--- src/demod_pkg.sv ---
package demod_pkg;

	// ----------------------------------------------------------------
	// Register offsets
	// ----------------------------------------------------------------
	localparam logic [3:0] ADDR_MODE_SWITCH = 4'h0;
	localparam logic [3:0] ADDR_GAIN_FILTER = 4'h1;
	localparam logic [3:0] ADDR_REF_DAC     = 4'h2;
	localparam logic [3:0] ADDR_AMP_TRIM    = 4'h3;
	localparam logic [3:0] ADDR_CMP_TRIM    = 4'h4;
	localparam logic [3:0] ADDR_MISC        = 4'h5;
	localparam logic [3:0] ADDR_IRQ_STATUS  = 4'h6;
	localparam logic [3:0] ADDR_IRQ_MASK    = 4'h7;

	// ----------------------------------------------------------------
	// Fields and reset values
	// ----------------------------------------------------------------
	localparam logic [7:0] MODE_SWITCH_WMASK = 8'hCF;
	localparam logic [7:0] GAIN_FILTER_WMASK = 8'h3F;
	localparam logic [7:0] TRIM_WMASK        = 8'h9F;
	localparam logic [7:0] MISC_WMASK        = 8'h03;
	localparam logic [7:0] RESET_BYTE        = 8'h00;
	localparam int         TRIM_MODE_BIT     = 7;
	localparam int         DEMOD_OUT_BIT     = 7;
	localparam int         REF_STEPS         = 256;
	localparam logic [7:0] ONE_BYTE          = 8'h01;

	// Irq status bits
	localparam int IRQ_RISE_BIT = 0;
	localparam int IRQ_FALL_BIT = 1;

	// Filter tick: divider from sys_clk to crystal-derived filter clock
	localparam int FLT_DIV_DEFAULT = 64;

	// ----------------------------------------------------------------
	// Types
	// ----------------------------------------------------------------
	typedef enum logic [1:0] {
		MODE_OFF,
		MODE_NONINV,
		MODE_INV,
		MODE_ZERO
	} demod_mode_t;

	typedef struct packed {
		logic [3:0] addr;
		logic [7:0] wdata;
		logic       wr;
		logic       rd;
	} reg_req_t;

	typedef struct packed {
		logic       sw3;
		logic       sw2;
		logic       sw1;
		logic       sw0;
	} switch_t;

	typedef struct packed {
		logic       amp_on;
		logic       cmp_on;
		logic       dac_on;
		logic       flt_on;
	} power_t;

endpackage

--- src/demod_control.sv ---
// The strobed register port and the register addresses were chosen for this implementation.
`timescale 1ns/1ns
// Operation
// [RULE1] Misc register two-bit field picks one of three comm inputs.
// [RULE2] Raw comparator is debounced; filtered level drives output flag and interrupt.
// [RULE3] Reference DAC code output, step is DAC reference over 256.
// [RULE4] Non-inverting mode with gain zero: unity buffer, switches two, three open.
// [RULE5] Mode 00: demod off, switches one and three on.
// [RULE6] Mode 01: non-inverting, switches zero and three on.
// [RULE7] Mode 10: inverting, switches one and two on.
// [RULE8] Mode 11: zero-volt calibration, switches one and three on.
// [RULE9] Disabled: amplifier, comparator, DAC, filter off; comparator output low.
// [RULE10] Switch bits one turn on; switch three off disables DAC.
// [RULE11] Mode register bits five and four ignore writes, read zero.
// [RULE12] Inverting gain codes give -1 to -50.
// [RULE13] Non-inverting gain codes give 1 to 41.
// [RULE14] Firmware sweeps amplifier trim upward in mode 11, watching status.
// [RULE15] Firmware sweeps amplifier trim downward, writes averaged trim back.
// [RULE16] Firmware sweeps comparator trim both ways, writes averaged trim back.
// [RULE17] Filter output changes after level stable for selected tick count; zero bypasses.
module demod_control #(
	parameter int FLT_DIV = demod_pkg::FLT_DIV_DEFAULT
) (
	input  wire logic                sys_clk_i,
	input  wire logic                rst_i,
	input  wire logic [3:0]          addr_i,
	input  wire logic [7:0]          wdata_i,
	input  wire logic                wr_i,
	input  wire logic                rd_i,
	input  wire logic                raw_comparator_out_i,
	output logic      [7:0]          rdata_o,
	output logic      [1:0]          input_source_sel_o,
	output demod_pkg::switch_t       switch_en_o,
	output demod_pkg::power_t        power_en_o,
	output logic      [7:0]          reference_dac_code_o,
	output logic      [2:0]          amp_gain_code_o,
	output logic                     gain_negative_o,
	output logic                     unity_buffer_o,
	output logic                     amp_trim_mode_o,
	output logic      [4:0]          amp_trim_code_o,
	output logic                     cmp_trim_mode_o,
	output logic      [4:0]          cmp_trim_code_o,
	output logic                     filtered_demod_out_o,
	output logic                     demod_irq_trigger_o,
	output logic                     irq_o
);

	// ----------------------------------------------------------------
	// Register bus
	// ----------------------------------------------------------------
	demod_pkg::reg_req_t req;
	logic [7:0] mode_switch_ctrl;
	logic [7:0] gain_filter_ctrl;
	logic [7:0] ref_code;
	logic [7:0] amp_trim_reg;
	logic [7:0] cmp_trim_reg;
	logic [7:0] misc_control_reg;
	logic [7:0] irq_status;
	logic [7:0] irq_mask;
	logic       filt_q;
	logic       next_filt;
	logic       cmp_sync1;
	logic       cmp_sync2;
	logic       cmp_gated;
	logic       demod_on;
	logic       irq_rise;
	logic       irq_fall;
	logic [7:0] stable_cnt;
	logic [7:0] stable_need;
	logic [$clog2(FLT_DIV+1)-1:0] div_cnt;
	logic       flt_tick;
	demod_pkg::demod_mode_t mode;
	demod_pkg::switch_t     next_sw;

	assign req  = '{addr: addr_i, wdata: wdata_i, wr: wr_i, rd: rd_i};
	assign mode = demod_pkg::demod_mode_t'(mode_switch_ctrl[7:6]);

	// Write decode shared by every writable register
	function automatic logic hit(input demod_pkg::reg_req_t r, input logic [3:0] a);
		hit = r.wr && (r.addr == a);
	endfunction

	// Mode/switch register; unused middle bits masked
	// [RULE11] Reserved bits dropped
	always_ff @(posedge sys_clk_i or posedge rst_i)
	begin
		if (rst_i)
			mode_switch_ctrl <= demod_pkg::RESET_BYTE;
		else if (hit(req, demod_pkg::ADDR_MODE_SWITCH))
			mode_switch_ctrl <= req.wdata & demod_pkg::MODE_SWITCH_WMASK;
	end

	// Gain and filter select; bit 7 is the live filtered flag, not stored
	always_ff @(posedge sys_clk_i or posedge rst_i)
	begin
		if (rst_i)
			gain_filter_ctrl <= demod_pkg::RESET_BYTE;
		else if (hit(req, demod_pkg::ADDR_GAIN_FILTER))
			gain_filter_ctrl <= req.wdata & demod_pkg::GAIN_FILTER_WMASK;
	end

	// [RULE3] Reference DAC code
	always_ff @(posedge sys_clk_i or posedge rst_i)
	begin
		if (rst_i)
			ref_code <= demod_pkg::RESET_BYTE;
		else if (hit(req, demod_pkg::ADDR_REF_DAC))
			ref_code <= req.wdata;
	end

	// [RULE14] Amplifier trim held for firmware sweep
	always_ff @(posedge sys_clk_i or posedge rst_i)
	begin
		if (rst_i)
			amp_trim_reg <= demod_pkg::RESET_BYTE;
		else if (hit(req, demod_pkg::ADDR_AMP_TRIM))
			amp_trim_reg <= req.wdata & demod_pkg::TRIM_WMASK;
	end

	// [RULE16] Comparator trim held for firmware sweep
	always_ff @(posedge sys_clk_i or posedge rst_i)
	begin
		if (rst_i)
			cmp_trim_reg <= demod_pkg::RESET_BYTE;
		else if (hit(req, demod_pkg::ADDR_CMP_TRIM))
			cmp_trim_reg <= req.wdata & demod_pkg::TRIM_WMASK;
	end

	// [RULE1] Input source select
	always_ff @(posedge sys_clk_i or posedge rst_i)
	begin
		if (rst_i)
			misc_control_reg <= demod_pkg::RESET_BYTE;
		else if (hit(req, demod_pkg::ADDR_MISC))
			misc_control_reg <= req.wdata & demod_pkg::MISC_WMASK;
	end

	// Interrupt mask
	always_ff @(posedge sys_clk_i or posedge rst_i)
	begin
		if (rst_i)
			irq_mask <= demod_pkg::RESET_BYTE;
		else if (hit(req, demod_pkg::ADDR_IRQ_MASK))
			irq_mask <= req.wdata;
	end

	// Sticky status, write one to clear; a new event beats the clear
	always_ff @(posedge sys_clk_i or posedge rst_i)
	begin
		if (rst_i)
			irq_status <= demod_pkg::RESET_BYTE;
		else
		begin
			irq_status <= (irq_status
				& ~(hit(req, demod_pkg::ADDR_IRQ_STATUS) ? req.wdata : demod_pkg::RESET_BYTE))
				| ({7'h00, irq_rise} << demod_pkg::IRQ_RISE_BIT)
				| ({7'h00, irq_fall} << demod_pkg::IRQ_FALL_BIT);
		end
	end

	// Read data, one cycle after the strobe, zero otherwise
	always_ff @(posedge sys_clk_i or posedge rst_i)
	begin
		if (rst_i)
			rdata_o <= demod_pkg::RESET_BYTE;
		else if (!req.rd)
			rdata_o <= demod_pkg::RESET_BYTE;
		else if (req.addr == demod_pkg::ADDR_MODE_SWITCH)
			rdata_o <= mode_switch_ctrl;
		else if (req.addr == demod_pkg::ADDR_GAIN_FILTER)
			rdata_o <= {filt_q, gain_filter_ctrl[6:0]};
		else if (req.addr == demod_pkg::ADDR_REF_DAC)
			rdata_o <= ref_code;
		else if (req.addr == demod_pkg::ADDR_AMP_TRIM)
			rdata_o <= amp_trim_reg;
		else if (req.addr == demod_pkg::ADDR_CMP_TRIM)
			rdata_o <= cmp_trim_reg;
		else if (req.addr == demod_pkg::ADDR_MISC)
			rdata_o <= {cmp_gated, 5'h00, misc_control_reg[1:0]};
		else if (req.addr == demod_pkg::ADDR_IRQ_STATUS)
			rdata_o <= irq_status;
		else if (req.addr == demod_pkg::ADDR_IRQ_MASK)
			rdata_o <= irq_mask;
		else
			rdata_o <= demod_pkg::RESET_BYTE;
	end

	// ----------------------------------------------------------------
	// Analog control
	// ----------------------------------------------------------------
	assign demod_on = (mode != demod_pkg::MODE_OFF);

	// Switch pattern from mode, then per-bit overrides from the register
	always_comb
	begin
		next_sw = '{sw3: mode_switch_ctrl[3], sw2: mode_switch_ctrl[2],
			sw1: mode_switch_ctrl[1], sw0: mode_switch_ctrl[0]};
		case (mode)
			// [RULE5] Off pattern
			demod_pkg::MODE_OFF:
				next_sw = next_sw
					| demod_pkg::switch_t'{sw3: 1'b1, sw2: 1'b0, sw1: 1'b1, sw0: 1'b0};
			// [RULE6] Non-inverting pattern
			demod_pkg::MODE_NONINV:
				next_sw = next_sw
					| demod_pkg::switch_t'{sw3: 1'b1, sw2: 1'b0, sw1: 1'b0, sw0: 1'b1};
			// [RULE7] Inverting pattern
			demod_pkg::MODE_INV:
				next_sw = next_sw
					| demod_pkg::switch_t'{sw3: 1'b0, sw2: 1'b1, sw1: 1'b1, sw0: 1'b0};
			// [RULE8] Zero-volt pattern
			default:
				next_sw = next_sw
					| demod_pkg::switch_t'{sw3: 1'b1, sw2: 1'b0, sw1: 1'b1, sw0: 1'b0};
		endcase
		// [RULE4] Unity buffer opens two and three
		if (mode == demod_pkg::MODE_NONINV && gain_filter_ctrl[5:3] == 3'h0)
		begin
			next_sw.sw2 = 1'b0;
			next_sw.sw3 = 1'b0;
		end
	end

	// Registered analog controls
	always_ff @(posedge sys_clk_i or posedge rst_i)
	begin
		if (rst_i)
		begin
			switch_en_o          <= '0;
			power_en_o           <= '0;
			reference_dac_code_o <= demod_pkg::RESET_BYTE;
			input_source_sel_o   <= 2'h0;
			unity_buffer_o       <= 1'b0;
			gain_negative_o      <= 1'b0;
			amp_gain_code_o      <= 3'h0;
		end
		else
		begin
			// [RULE10] Switch bits drive switches
			switch_en_o          <= next_sw;
			// [RULE9] Power down when disabled
			power_en_o.amp_on    <= demod_on;
			power_en_o.cmp_on    <= demod_on;
			power_en_o.flt_on    <= demod_on;
			// [RULE10] Switch three gates DAC
			power_en_o.dac_on    <= demod_on && mode_switch_ctrl[3];
			// [RULE3] DAC step is vref over 256
			reference_dac_code_o <= ref_code;
			// [RULE1] Comm input routing
			input_source_sel_o   <= misc_control_reg[1:0];
			// [RULE4] Unity buffer flag
			unity_buffer_o       <= (mode == demod_pkg::MODE_NONINV)
				&& (gain_filter_ctrl[5:3] == 3'h0);
			// [RULE12] Inverting gain sign
			gain_negative_o      <= (mode == demod_pkg::MODE_INV);
			// [RULE13] Gain code to amplifier
			amp_gain_code_o      <= gain_filter_ctrl[5:3];
		end
	end

	// [RULE15] Trim codes go out as written
	always_ff @(posedge sys_clk_i or posedge rst_i)
	begin
		if (rst_i)
		begin
			amp_trim_mode_o <= 1'b0;
			amp_trim_code_o <= 5'h00;
			cmp_trim_mode_o <= 1'b0;
			cmp_trim_code_o <= 5'h00;
		end
		else
		begin
			amp_trim_mode_o <= amp_trim_reg[demod_pkg::TRIM_MODE_BIT];
			amp_trim_code_o <= amp_trim_reg[4:0];
			cmp_trim_mode_o <= cmp_trim_reg[demod_pkg::TRIM_MODE_BIT];
			cmp_trim_code_o <= cmp_trim_reg[4:0];
		end
	end

	// ----------------------------------------------------------------
	// Comparator debounce
	// ----------------------------------------------------------------
	// Comparator is asynchronous to sys_clk, two-stage synchroniser
	always_ff @(posedge sys_clk_i or posedge rst_i)
	begin
		if (rst_i)
		begin
			cmp_sync1 <= 1'b0;
			cmp_sync2 <= 1'b0;
		end
		else
		begin
			cmp_sync1 <= raw_comparator_out_i;
			cmp_sync2 <= cmp_sync1;
		end
	end

	// [RULE9] Comparator forced low while off
	assign cmp_gated = cmp_sync2 && demod_on;

	// Filter tick divider stands in for the crystal-derived filter clock
	always_ff @(posedge sys_clk_i or posedge rst_i)
	begin
		if (rst_i)
			div_cnt <= '0;
		else if (flt_tick)
			div_cnt <= '0;
		else
			div_cnt <= div_cnt + 1'b1;
	end
	assign flt_tick = (div_cnt == ($clog2(FLT_DIV+1))'(FLT_DIV - 1));

	// Window length: 2^code ticks, minimum stable count per filter code
	assign stable_need = demod_pkg::ONE_BYTE << gain_filter_ctrl[2:0];

	// [RULE17] Stability counter restarts on any change
	// Also restart as the output flips, else a quick return would pass unfiltered
	always_ff @(posedge sys_clk_i or posedge rst_i)
	begin
		if (rst_i)
			stable_cnt <= demod_pkg::RESET_BYTE;
		else if (cmp_gated == filt_q || next_filt != filt_q)
			stable_cnt <= demod_pkg::RESET_BYTE;
		else if (flt_tick && stable_cnt != stable_need)
			stable_cnt <= stable_cnt + 8'h01;
	end

	// [RULE17] Bypass on code zero, else wait for full window
	always_comb
	begin
		next_filt = filt_q;
		if (gain_filter_ctrl[2:0] == 3'h0)
			next_filt = cmp_gated;
		else if (stable_cnt == stable_need)
			next_filt = cmp_gated;
	end

	// [RULE2] Filtered flag and trigger pulse
	always_ff @(posedge sys_clk_i or posedge rst_i)
	begin
		if (rst_i)
		begin
			filt_q               <= 1'b0;
			filtered_demod_out_o <= 1'b0;
			demod_irq_trigger_o  <= 1'b0;
			irq_o                <= 1'b0;
		end
		else
		begin
			filt_q               <= next_filt;
			filtered_demod_out_o <= next_filt;
			demod_irq_trigger_o  <= next_filt != filt_q;
			irq_o                <= |(irq_status & irq_mask);
		end
	end

	assign irq_rise = next_filt && !filt_q;
	assign irq_fall = !next_filt && filt_q;

endmodule // demod_control

--- config.mk ---
export PLATFORM = sky130hd
export DESIGN_NAME = demod_control
export DESIGN_NICKNAME = d
export VERILOG_FILES = /design/src/demod_pkg.sv /design/src/demod_control.sv
export SDC_FILE = /design/constraint.sdc
export NUM_CORES = 1
export LEC_CHECK = 0
export ABC_CLOCK_PERIOD_IN_PS = 8600
export BUFFER_PORTS_ARGS = -buffer_cell sky130_fd_sc_hd__clkbuf_2
export CELL_PAD_IN_SITES_DETAIL_PLACEMENT = 0
export CELL_PAD_IN_SITES_GLOBAL_PLACEMENT = 1
export CORE_MARGIN = 10
export CORE_UTILIZATION = 30
export DETAILED_ROUTE_END_ITERATION = 7
export GPL_TIMING_DRIVEN = 0
export PLACE_DENSITY_LB_ADDON = 0.1
export SKIP_CTS_REPAIR_TIMING = 1
export SYNTH_ARGS = -nofsm -noshare
export SYNTH_HDL_FRONTEND = slang
export SYNTH_SLANG_ARGS = --single-unit
--- constraint.sdc ---
create_clock -name sys_clk_i -period 8.6 [get_ports sys_clk_i]
set_input_delay 1.29 -clock sys_clk_i [delete_from_list [all_inputs] [get_ports sys_clk_i]]
set_output_delay 1.29 -clock sys_clk_i [all_outputs]
set_load 0.01 [all_outputs]
# [Word level (Yosys, flattened, before mapping)]
# Index checks and enable logic that the tools add are counted.
[classes] muxes=17 bitwise=5 addsub=2 n_reduce_logical=23 n_eq_ne=14 n_shift=1
[ops] operator="8-bit 2-to-1 mux" n=12
[ops] operator="8-bit bitwise AND" n=2
[ops] operator="4-bit by 3-bit == test with 1-bit output (second input constant)" n=4
[ops] operator="1-bit logical AND" n=14
[ops] operator="8-bit by 1-bit adder with 8-bit output (second input constant)" n=1
[ops] operator="4-bit by 2-bit == test with 1-bit output (second input constant)" n=2
[ops] operator="8-bit == test" n=1
[ops] operator="8-bit inequality test" n=1
[ops] operator="8-bit NOT" n=1
[ops] operator="8-bit by 1-bit OR with 8-bit output" n=1
[ops] operator="8-bit by 2-bit OR with 8-bit output" n=1
[ops] operator="4-bit case mux with 2 select lines" n=1
[ops] operator="8-bit OR reduction" n=1
[ops] operator="1-bit by 3-bit left shift with 8-bit output (first input constant)" n=1
[ops] operator="7-bit by 1-bit adder with 7-bit output (second input constant)" n=1
[ops] operator="7-bit by 6-bit == test with 1-bit output (second input constant)" n=1
[ops] operator="7-bit 2-to-1 mux" n=1
[ops] operator="3-bit logical NOT" n=2
[ops] operator="4-bit by 1-bit == test with 1-bit output (second input constant)" n=1
[ops] operator="4-bit logical NOT" n=1
[ops] operator="2-bit nonzero test" n=2
[ops] operator="2-bit by 1-bit == test with 1-bit output (second input constant)" n=1
[ops] operator="2-bit == test (second input constant)" n=1
[ops] operator="1-bit logical NOT" n=2
[ops] operator="5 further kinds" n=6
[word_totals] elab_cells=93 out_inout_bits=46 ff_bits=111 input_bits=17

# [Depth between registers and ports, before layout]
# Gate-level depths: netlist of run 1.
[logic_depth] depth_word=10 ltp_mapped=10 depth_no_buf=9

# [Worst setup path after synthesis of run 1]
# Ideal clock, no wire load.
[synth_timing] path_type="input-to-reg" from="input addr_i[2]" to="register amp_trim_reg[0]" slack_ns=5.976 path_buffers=1 setup_ns=0.127 t_required_ns=8.473 t_arrival_ns=2.497 stages=5 cell_sequence="clkbuf_1 nor2_1 nand2_1 nor2_1 mux2_1"
[synth_between] elab_chain_len=2
[synth_lines] element="from (decl)" line="demod_control.sv:26" source="input wire logic [3:0] addr_i,"
[synth_lines] element="4-bit by 2-bit == test with 1-bit output" line="demod_control.sv:80" source="hit = r.wr && (r.addr == a);"
[synth_lines] element="1-bit logical AND" line="demod_control.sv:80"
[synth_lines] element="to (signal assigned)" line="demod_control.sv:115" source="amp_trim_reg <= demod_pkg::RESET_BYTE;"
[synth_lines] element="to (signal assigned)" line="demod_control.sv:117" source="amp_trim_reg <= req.wdata & demod_pkg::TRIM_WMASK;"
[synth_lines] element="to (decl)" line="demod_control.sv:55" source="logic [7:0] amp_trim_reg;"
# Every way passes these cells.
# A chain may end at the register's enable or synchronous reset.

# [Worst setup path in the final report of run 1]
[layout_timing] from="input addr_i[1]" to="register ref_code[2]"
[layout_between] elab_chain_len=2
[layout_lines] element="4-bit by 2-bit == test with 1-bit output" line="demod_control.sv:80"
[layout_lines] element="1-bit logical AND" line="demod_control.sv:80"
[layout_lines] element="to (signal assigned)" line="demod_control.sv:106" source="ref_code <= demod_pkg::RESET_BYTE;"
[layout_lines] element="to (signal assigned)" line="demod_control.sv:108" source="ref_code <= req.wdata;"
[layout_lines] element="to (decl)" line="demod_control.sv:54" source="logic [7:0] ref_code;"
# Every way passes these cells.

==> flow_metrics.env, run 1 <==
export IMPL_run_status="complete, no violations"
export IMPL_ant_nets=0
export IMPL_dpl_worst_slack_ns=5.11
export IMPL_regToRegEndpoint="stable_cnt[1]"
export IMPL_fmaxAchievable_mhz=324
export IMPL_sequential_area_share_after_synthesis_pct=59.3
export IMPL_leakage_nw=2.54
export IMPL_start_util_pct=30.7
export IMPL_via_per_inst=4.83
export IMPL_timing_max_transition_violations_final=0
export IMPL_criticalPathCategory="in2reg"
export IMPL_worst_hold_path_endpoint="cmp_sync2"
export IMPL_timing_hold_worst_path_depth=0
export IMPL_fp_coreArea_sq_um=15300
export IMPL_netlist_top_cells_area="dfrtp_1, mux2_1, mux2_2"
export IMPL_critical_path_data_arrival_time_ns=3.32
export IMPL_yosys_register_bits=111
export IMPL_min_from="cmp_sync1"
export IMPL_number_of_hold_slack_violations_in_the_final_timing_report=0
export IMPL_yosys_warning_count=0
export IMPL_drt_wl_total_um=12700
export IMPL_first_global_vias=3407
export IMPL_crit_buf_inv=2
export IMPL_dp_hpwl_um=9080
export IMPL_max_slew_headroom_pct=30.6
export IMPL_netlist_area_sq_um=4690
export IMPL_worst_setup_path_start_kind="primary input"
export IMPL_nFillCells=1536
export IMPL_synth_async_reset_ratio_pct=100
export IMPL_dr_pass1_iters=4
export IMPL_detail_route_drc_violations=0
export IMPL_netlist_instances=384
export IMPL_cts_root_buf="clkbuf_16"
export IMPL_clkSinkCount=111
export IMPL_io_pins=63
export IMPL_placed_area_sq_um=5290
export IMPL_reg2reg_from="gain_filter_ctrl[0]"
export IMPL_cp_top_family="simple AND/OR/NAND/NOR gates"
export IMPL_fin_hold_ws_ns=0.353
export IMPL_antenna_cells=0
export IMPL_cts_made_buffers=9
export IMPL_fraction_of_layout_instances_using_a_drive_strength_above_1_pct=22.9
export IMPL_clock_skew_ns=0.0104
export IMPL_timing_worst_slew_pin_value_ns=1.04
export IMPL_rsz0062_at_grt="false"
export IMPL_post_synth_cell_area_avg_sq_um=12.2
export IMPL_synth_edf_count=0
export IMPL_synthesis_nets=408
export IMPL_grt_first_pass_wirelength_um=20500
export IMPL_clockBufferDepth=2
export IMPL_finalNetCount=481
export IMPL_cts_clk_slew_worst_paths_ns=0.07
export IMPL_layout_worst_path_cycle_share_pct=35.9
export IMPL_final_design_area_excluding_fillers_sq_um=5600
export IMPL_grt_start_max_net_pins=70
export IMPL_synth_distinct_cells=55
export IMPL_yosysTopAreaCellShare_pct=59.3
export IMPL_core_rowCount=45
export IMPL_floorplan_die_width_um=145
export IMPL_reg2reg_slack_ns=5.91
export IMPL_syn2layout_area_growth_pct=19.6
export IMPL_die_height_um=145
export IMPL_ys_flop_type="dfrtp_1"
export IMPL_global_route_usage_total_pct=12.4
export IMPL_timing_max_cap_violations=0
export IMPL_antenna_found_initial=0
export IMPL_power_ir_vdd_worst_mv=0.0951
export IMPL_max_stage_delay_cell_worst_path="nand4_1"
export IMPL_power_density_nw_per_um2=251
export IMPL_drt_iter0_markers=221
export IMPL_num_vias=3251
export IMPL_final_min_clock_period_ns=3.09
export IMPL_setup_viol_count_final=0
export IMPL_place_gp_congestion=0.767
export IMPL_clk_insertion_delay_late_ns=0.36
export IMPL_grt_overflow_total=0
export IMPL_reg2regPathDepth=10
export IMPL_timing_final_ws_setup_ns=5.51
export IMPL_route_detailed_wl_per_inst_um=18.8
export IMPL_cp_end_kind="flop"
export IMPL_final_setup_tns_ns=0
export IMPL_cts_htree_levels=3
export IMPL_crit_chain="clkbuf_2 -> clkbuf_1 -> nand4_1 -> mux2_1"
export IMPL_cpPeakStageDelay_ns=0.80
export IMPL_place_port_buffers=61
export IMPL_clock_tree_from_tritoncts="yes"
export IMPL_hold_path_class="reg2reg"
export IMPL_crit_required_ns=8.83
export IMPL_synth_area_leader_cell="dfrtp_1"
export IMPL_dieArea_sq_um=21000
export IMPL_critical_path_max_fanout=10
==> cell usage in the layout, fill, tap and decap left out, drive strengths merged, types with 3 or more instances in the layout <==
cell    count
dfrtp     111
clkbuf     81
mux2       43
nor2       31
nand2      25
inv        15
a21oi      14
o21ai      14
nand3      13
mux2i       9
buf         9
nor2b       7
ha          7
nand3b      6
a21boi      6
xor2        5
nand4       5
a22oi       5
nor3        5
or3         4
xnor2       4
nor4bb      3
and3        3
nand2b      3
a21o        3
a211oi      3
==> kinds of logic (layout without fill, tap and decap cells) <==
family | after synthesis | after routing | share of synthesized area [%]
flops | 111 | 111 | 59.3
simple gates | 110 | 110 | 11.9
xor+xnor | 9 | 9 | 1.68
compound gates | 66 | 66 | 9.69
buf+inv | 28 | 106 | 2.83
mux | 53 | 53 | 12.7
fa+ha+maj | 7 | 7 | 1.87
==> worst max-delay path by stage <==
stage	start	end	slack, ns	cells past startpoint
after floorplan	rst_i	amp_gain_code_o[0]	4.38	1
after global placement	rst_i	amp_trim_code_o[4]	3.04	2
after detailed placement	addr_i[1]	ref_code[0]	5.11	4
after CTS	addr_i[1]	ref_code[2]	5.47	4
after global routing	addr_i[1]	ref_code[2]	5.44	4
final	addr_i[1]	ref_code[2]	5.51	4
==> final cells by class <==
type                            instances  area [sq um]  share of cell area, %
Clock inverter                          3          47.5                  0.848
Sequential cell                       111          2780                   49.6
Tap cell                              211           264                   4.71
Inverter                               13          51.3                  0.915
Timing Repair Buffer                   62           333                   5.94
Clock buffer                           13           270                   4.82
Buffer                                 15          83.8                   1.50
Multi-Input combinational cell        245          1780                   31.7
==> through the flow <==
stage	utilization, %	power (mW)	std cells
2_1_floorplan	-	0.849	384
3_3_place_gp	34.4	0.979	656
3_5_place_dp	34.6	0.982	657
4_1_cts	36.7	1.43	673
5_1_grt	36.7	1.49	673
6_report	36.7	1.41	673
==> synthesized netlist by cell type (2+ instances only) <==
master,count
dfrtp_1,111
mux2_1,28
a21oi_1,14
o21ai_0,11
nand3_1,13
inv_1,12
mux2_2,15
a32oi_1,2
or3_1,4
a22oi_1,5
o22ai_1,2
o21ai_1,3
xor2_1,5
a31oi_1,2
nand4_1,5
nor3_1,4
nand2_1,25
clkbuf_1,7
a21boi_1,6
nor2b_1,7
nand2b_1,3
xnor2_1,4
nor4bb_1,3
a21o_1,3
and3_1,3
mux2i_1,9
buf_4,2
a211oi_1,2
o211ai_1,2
nor2_1,31
o31a_1,2
ha_1,7
nand3b_1,6
buf_2,4
buf_6,2
==> routing by layer <==
| layer | vias to the layer above | global-route usage [%] | share of wire, % |
|---|---|---|---|
| met5 | - | 0 | 0 |
| met4 | 0 | 4.90 | 1.6 |
| met3 | 12 | 2.58 | 4.0 |
| met2 | 78 | 17.5 | 43 |
| met1 | 1647 | 17.9 | 51 |
| li1 | 1514 | - | - |
==> power breakdown <==
part	internal, mW	switching [mW]
clock network	0.252	0.192
registers	0.618	0.0645
logic	0.125	0.156
total	0.995	0.413
Power figures use the tool's default switching activity.
==> inputs of run 2 (changes only) <==
ABC_AREA = 1   (was default)
ABC_CLOCK_PERIOD_IN_PS = 3200   (was 8600)
clock period = 3.2 ns   (was 8.6 ns; I/O delays follow)
==> flow_metrics.env, run 2 <==
export IMPL_yosys_register_bits=111
export IMPL_fraction_of_layout_instances_using_a_drive_strength_above_1_pct=21.2
export IMPL_start_util_pct=30.4
export IMPL_cts_clk_slew_worst_paths_ns=0.07
export IMPL_timing_max_transition_violations_final=0
export IMPL_core_rowCount=46
export IMPL_rsz0062_at_grt="false"
export IMPL_netlist_instances=524
export IMPL_final_setup_tns_ns=0
export IMPL_floorplan_die_width_um=146
export IMPL_path_common_cell="nand2_1"
export IMPL_finalPower_mw=3.78
export IMPL_timing_critical_path_from="gain_filter_ctrl[0]"
export IMPL_worst_setup_path_start_kind="flop"
export IMPL_max_slew_headroom_pct=59.3
export IMPL_setup_viol_count_final=0
export IMPL_regToRegEndpoint="stable_cnt[7]"
export IMPL_criticalPathCategory="reg2reg"
export IMPL_reg2regPathDepth=17
export IMPL_placed_cells_incl_taps=803
export IMPL_clkSinkCount=111
export IMPL_via_per_inst=4.43
export IMPL_clock_tree_from_tritoncts="yes"
export IMPL_cp_end_kind="flop"
export IMPL_ys_flop_type="dfrtp_1"
export IMPL_placed_area_sq_um=5410
export IMPL_final_min_clock_period_ns=2.66
export IMPL_power_density_nw_per_um2=661
export IMPL_hold_path_class="in2async"
export IMPL_leakage_nw=2.94
export IMPL_clock_skew_ns=0.00884
export IMPL_post_synth_most_frequent_cells="nand2_1, dfrtp_1, inv_1"
export IMPL_finalNonFillerCells=819
export IMPL_route_detailed_wl_per_inst_um=15.7
export IMPL_netlist_area_sq_um=4770
export IMPL_grt_start_max_net_pins=42
export IMPL_dp_hpwl_um=9870
export IMPL_post_synth_cell_area_avg_sq_um=9.11
export IMPL_synth_area_leader_cell="dfrtp_1"
export IMPL_crit_chain="nor2_2 -> nand2_2 -> nand2_1 -> nand2_1 -> nand2_1 -> nor2_2 -> nand2_2 -> buf_6 -> nand3_2 -> nand2_2 -> inv_2 -> ha_1 -> o21ai_0 -> a21oi_2 -> buf_2 -> nand4_1 -> nand2_1"
export IMPL_clockBufferDepth=2
export IMPL_number_of_hold_slack_violations_in_the_final_timing_report=0
export IMPL_reg2reg_slack_ns=0.54
export IMPL_detail_route_drc_violations=0
export IMPL_antenna_cells=0
export IMPL_cts_root_buf="clkbuf_16"
export IMPL_critical_path_data_arrival_time_ns=2.96
export IMPL_final_util_pct=36.4
export IMPL_die_height_um=146
export IMPL_grt_first_pass_wirelength_um=20700
export IMPL_cts_made_buffers=9
export IMPL_crit_buf_inv=3
export IMPL_drt_iter0_markers=324
export IMPL_drt_wl_total_um=12900
export IMPL_clk_insertion_delay_late_ns=0.36
export IMPL_reg2reg_from="gain_filter_ctrl[0]"
export IMPL_dr_pass1_iters=4
export IMPL_crit_end="stable_cnt[7]"
export IMPL_netlist_top_cells_area="dfrtp_1, nand2_1, inv_1"
export IMPL_sequential_area_share_after_synthesis_pct=58.2
export IMPL_fp_coreArea_sq_um=15700
export IMPL_cpPeakStageDelay_ns=0.41
export IMPL_crit_required_ns=3.49
export IMPL_ant_nets=0
export IMPL_synth_edf_count=0
export IMPL_first_global_vias=3689
export IMPL_timing_worst_slew_pin_value_ns=0.609
export IMPL_dieArea_sq_um=21400
export IMPL_finalNetCount=622
export IMPL_synthesis_nets=548
export IMPL_yosysTopAreaCellShare_pct=58.2
export IMPL_grt_overflow_total=0
export IMPL_yosys_cell_count_top_type="nand2_1"
export IMPL_global_route_usage_total_pct=12.2
export IMPL_run_status="complete, no violations"
export IMPL_max_stage_delay_cell_worst_path="dfrtp_1"
export IMPL_syn2layout_area_growth_pct=19.7
export IMPL_synth_distinct_cells=32
export IMPL_path_depth=17
export IMPL_synth_async_reset_ratio_pct=100
export IMPL_yosys_warning_count=0
export IMPL_timing_max_cap_violations=0
export IMPL_final_design_area_excluding_fillers_sq_um=5710
export IMPL_place_port_buffers=60
export IMPL_layout_cells_most_common="nand2_1"
export IMPL_place_gp_congestion=0.802
export IMPL_num_vias=3631
export IMPL_antenna_found_initial=0
export IMPL_critical_path_max_fanout=10
export IMPL_io_pins=63
export IMPL_layout_cells_most_common_list="nand2_1, dfrtp_1, inv_1"
export IMPL_cts_htree_levels=3
export IMPL_fmaxAchievable_mhz=375
export IMPL_cp_top_family="simple AND/OR/NAND/NOR gates"
export IMPL_power_ir_vdd_worst_mv=0.371
export IMPL_layout_worst_path_cycle_share_pct=83.3
==> run 2: changes by cell type after synthesis, sizes merged, moves of 6 or more <==
cell / before / now
clkbuf: 7 / 0
nand3b: 6 / 0
inv: 13 / 73
mux2: 43 / 0
nand3: 13 / 27
nand2: 25 / 148
nor2b: 7 / 0
nand4: 5 / 19
nor2: 31 / 24
buf: 8 / 17
o21ai: 14 / 56
mux2i: 9 / 0
==> run 2: worst min-delay path by stage <==
stage                          from                    end  depth (start not counted)
after floorplan           cmp_sync1              cmp_sync2                          0
after global placement    cmp_sync1              cmp_sync2                          0
after detailed placement  cmp_sync1              cmp_sync2                          0
after CTS                     rst_i  input_source_sel_o[1]                          2
after global routing          rst_i  input_source_sel_o[1]                          2
final                         rst_i         switch_en_o[3]                          2
==> run 2: stage by stage <==
step	hold WS, ns	worst slack [ns]
final	0.185	0.536
after floorplan	0.331	0.948
after CTS	0.200	0.520
after global routing	0.228	0.191
after global placement	0.340	0.531
after detailed placement	0.338	0.555
==> run 2: report_power, final <==
| group | internal, mW | switching [mW] | total, mW |
|---|---|---|---|
| sequential | 1.64 | 0.143 | 1.79 |
| clock | 0.622 | 0.548 | 1.17 |
| combinational | 0.299 | 0.519 | 0.818 |
==> run 2: layout make-up <==
class / count / area, sq um
clock inverters: 6 / 76.3
inverters: 73 / 278
clock buffers: 10 / 229
well taps: 216 / 270
plain buffers: 17 / 114
flip-flops and latches: 111 / 2780
multi-input cells: 323 / 1610
fillers: 1628 / 10000
repair buffers: 63 / 360
==> run 2: cell families (layout without fill, tap and decap cells) <==
logic type	after synthesis	after routing	share of synthesized area, %
adder cells (fa/ha/maj)	7	7	1.83
AO/OA/AOI/OAI	86	86	9.70
AND/OR/NAND/NOR	223	223	20.9
XOR/XNOR	7	7	1.28
flip-flops	111	111	58.2
buffers and inverters	90	169	8.13
==> run 2: metal layers <==
layer	up-vias	wire [um]	track usage (%)
met2	76	5790	18.7
met3	17	525	2.35
met1	1704	6310	16.6
li1	1834	-	-
met5	-	0	0
met4	0	239	4.55
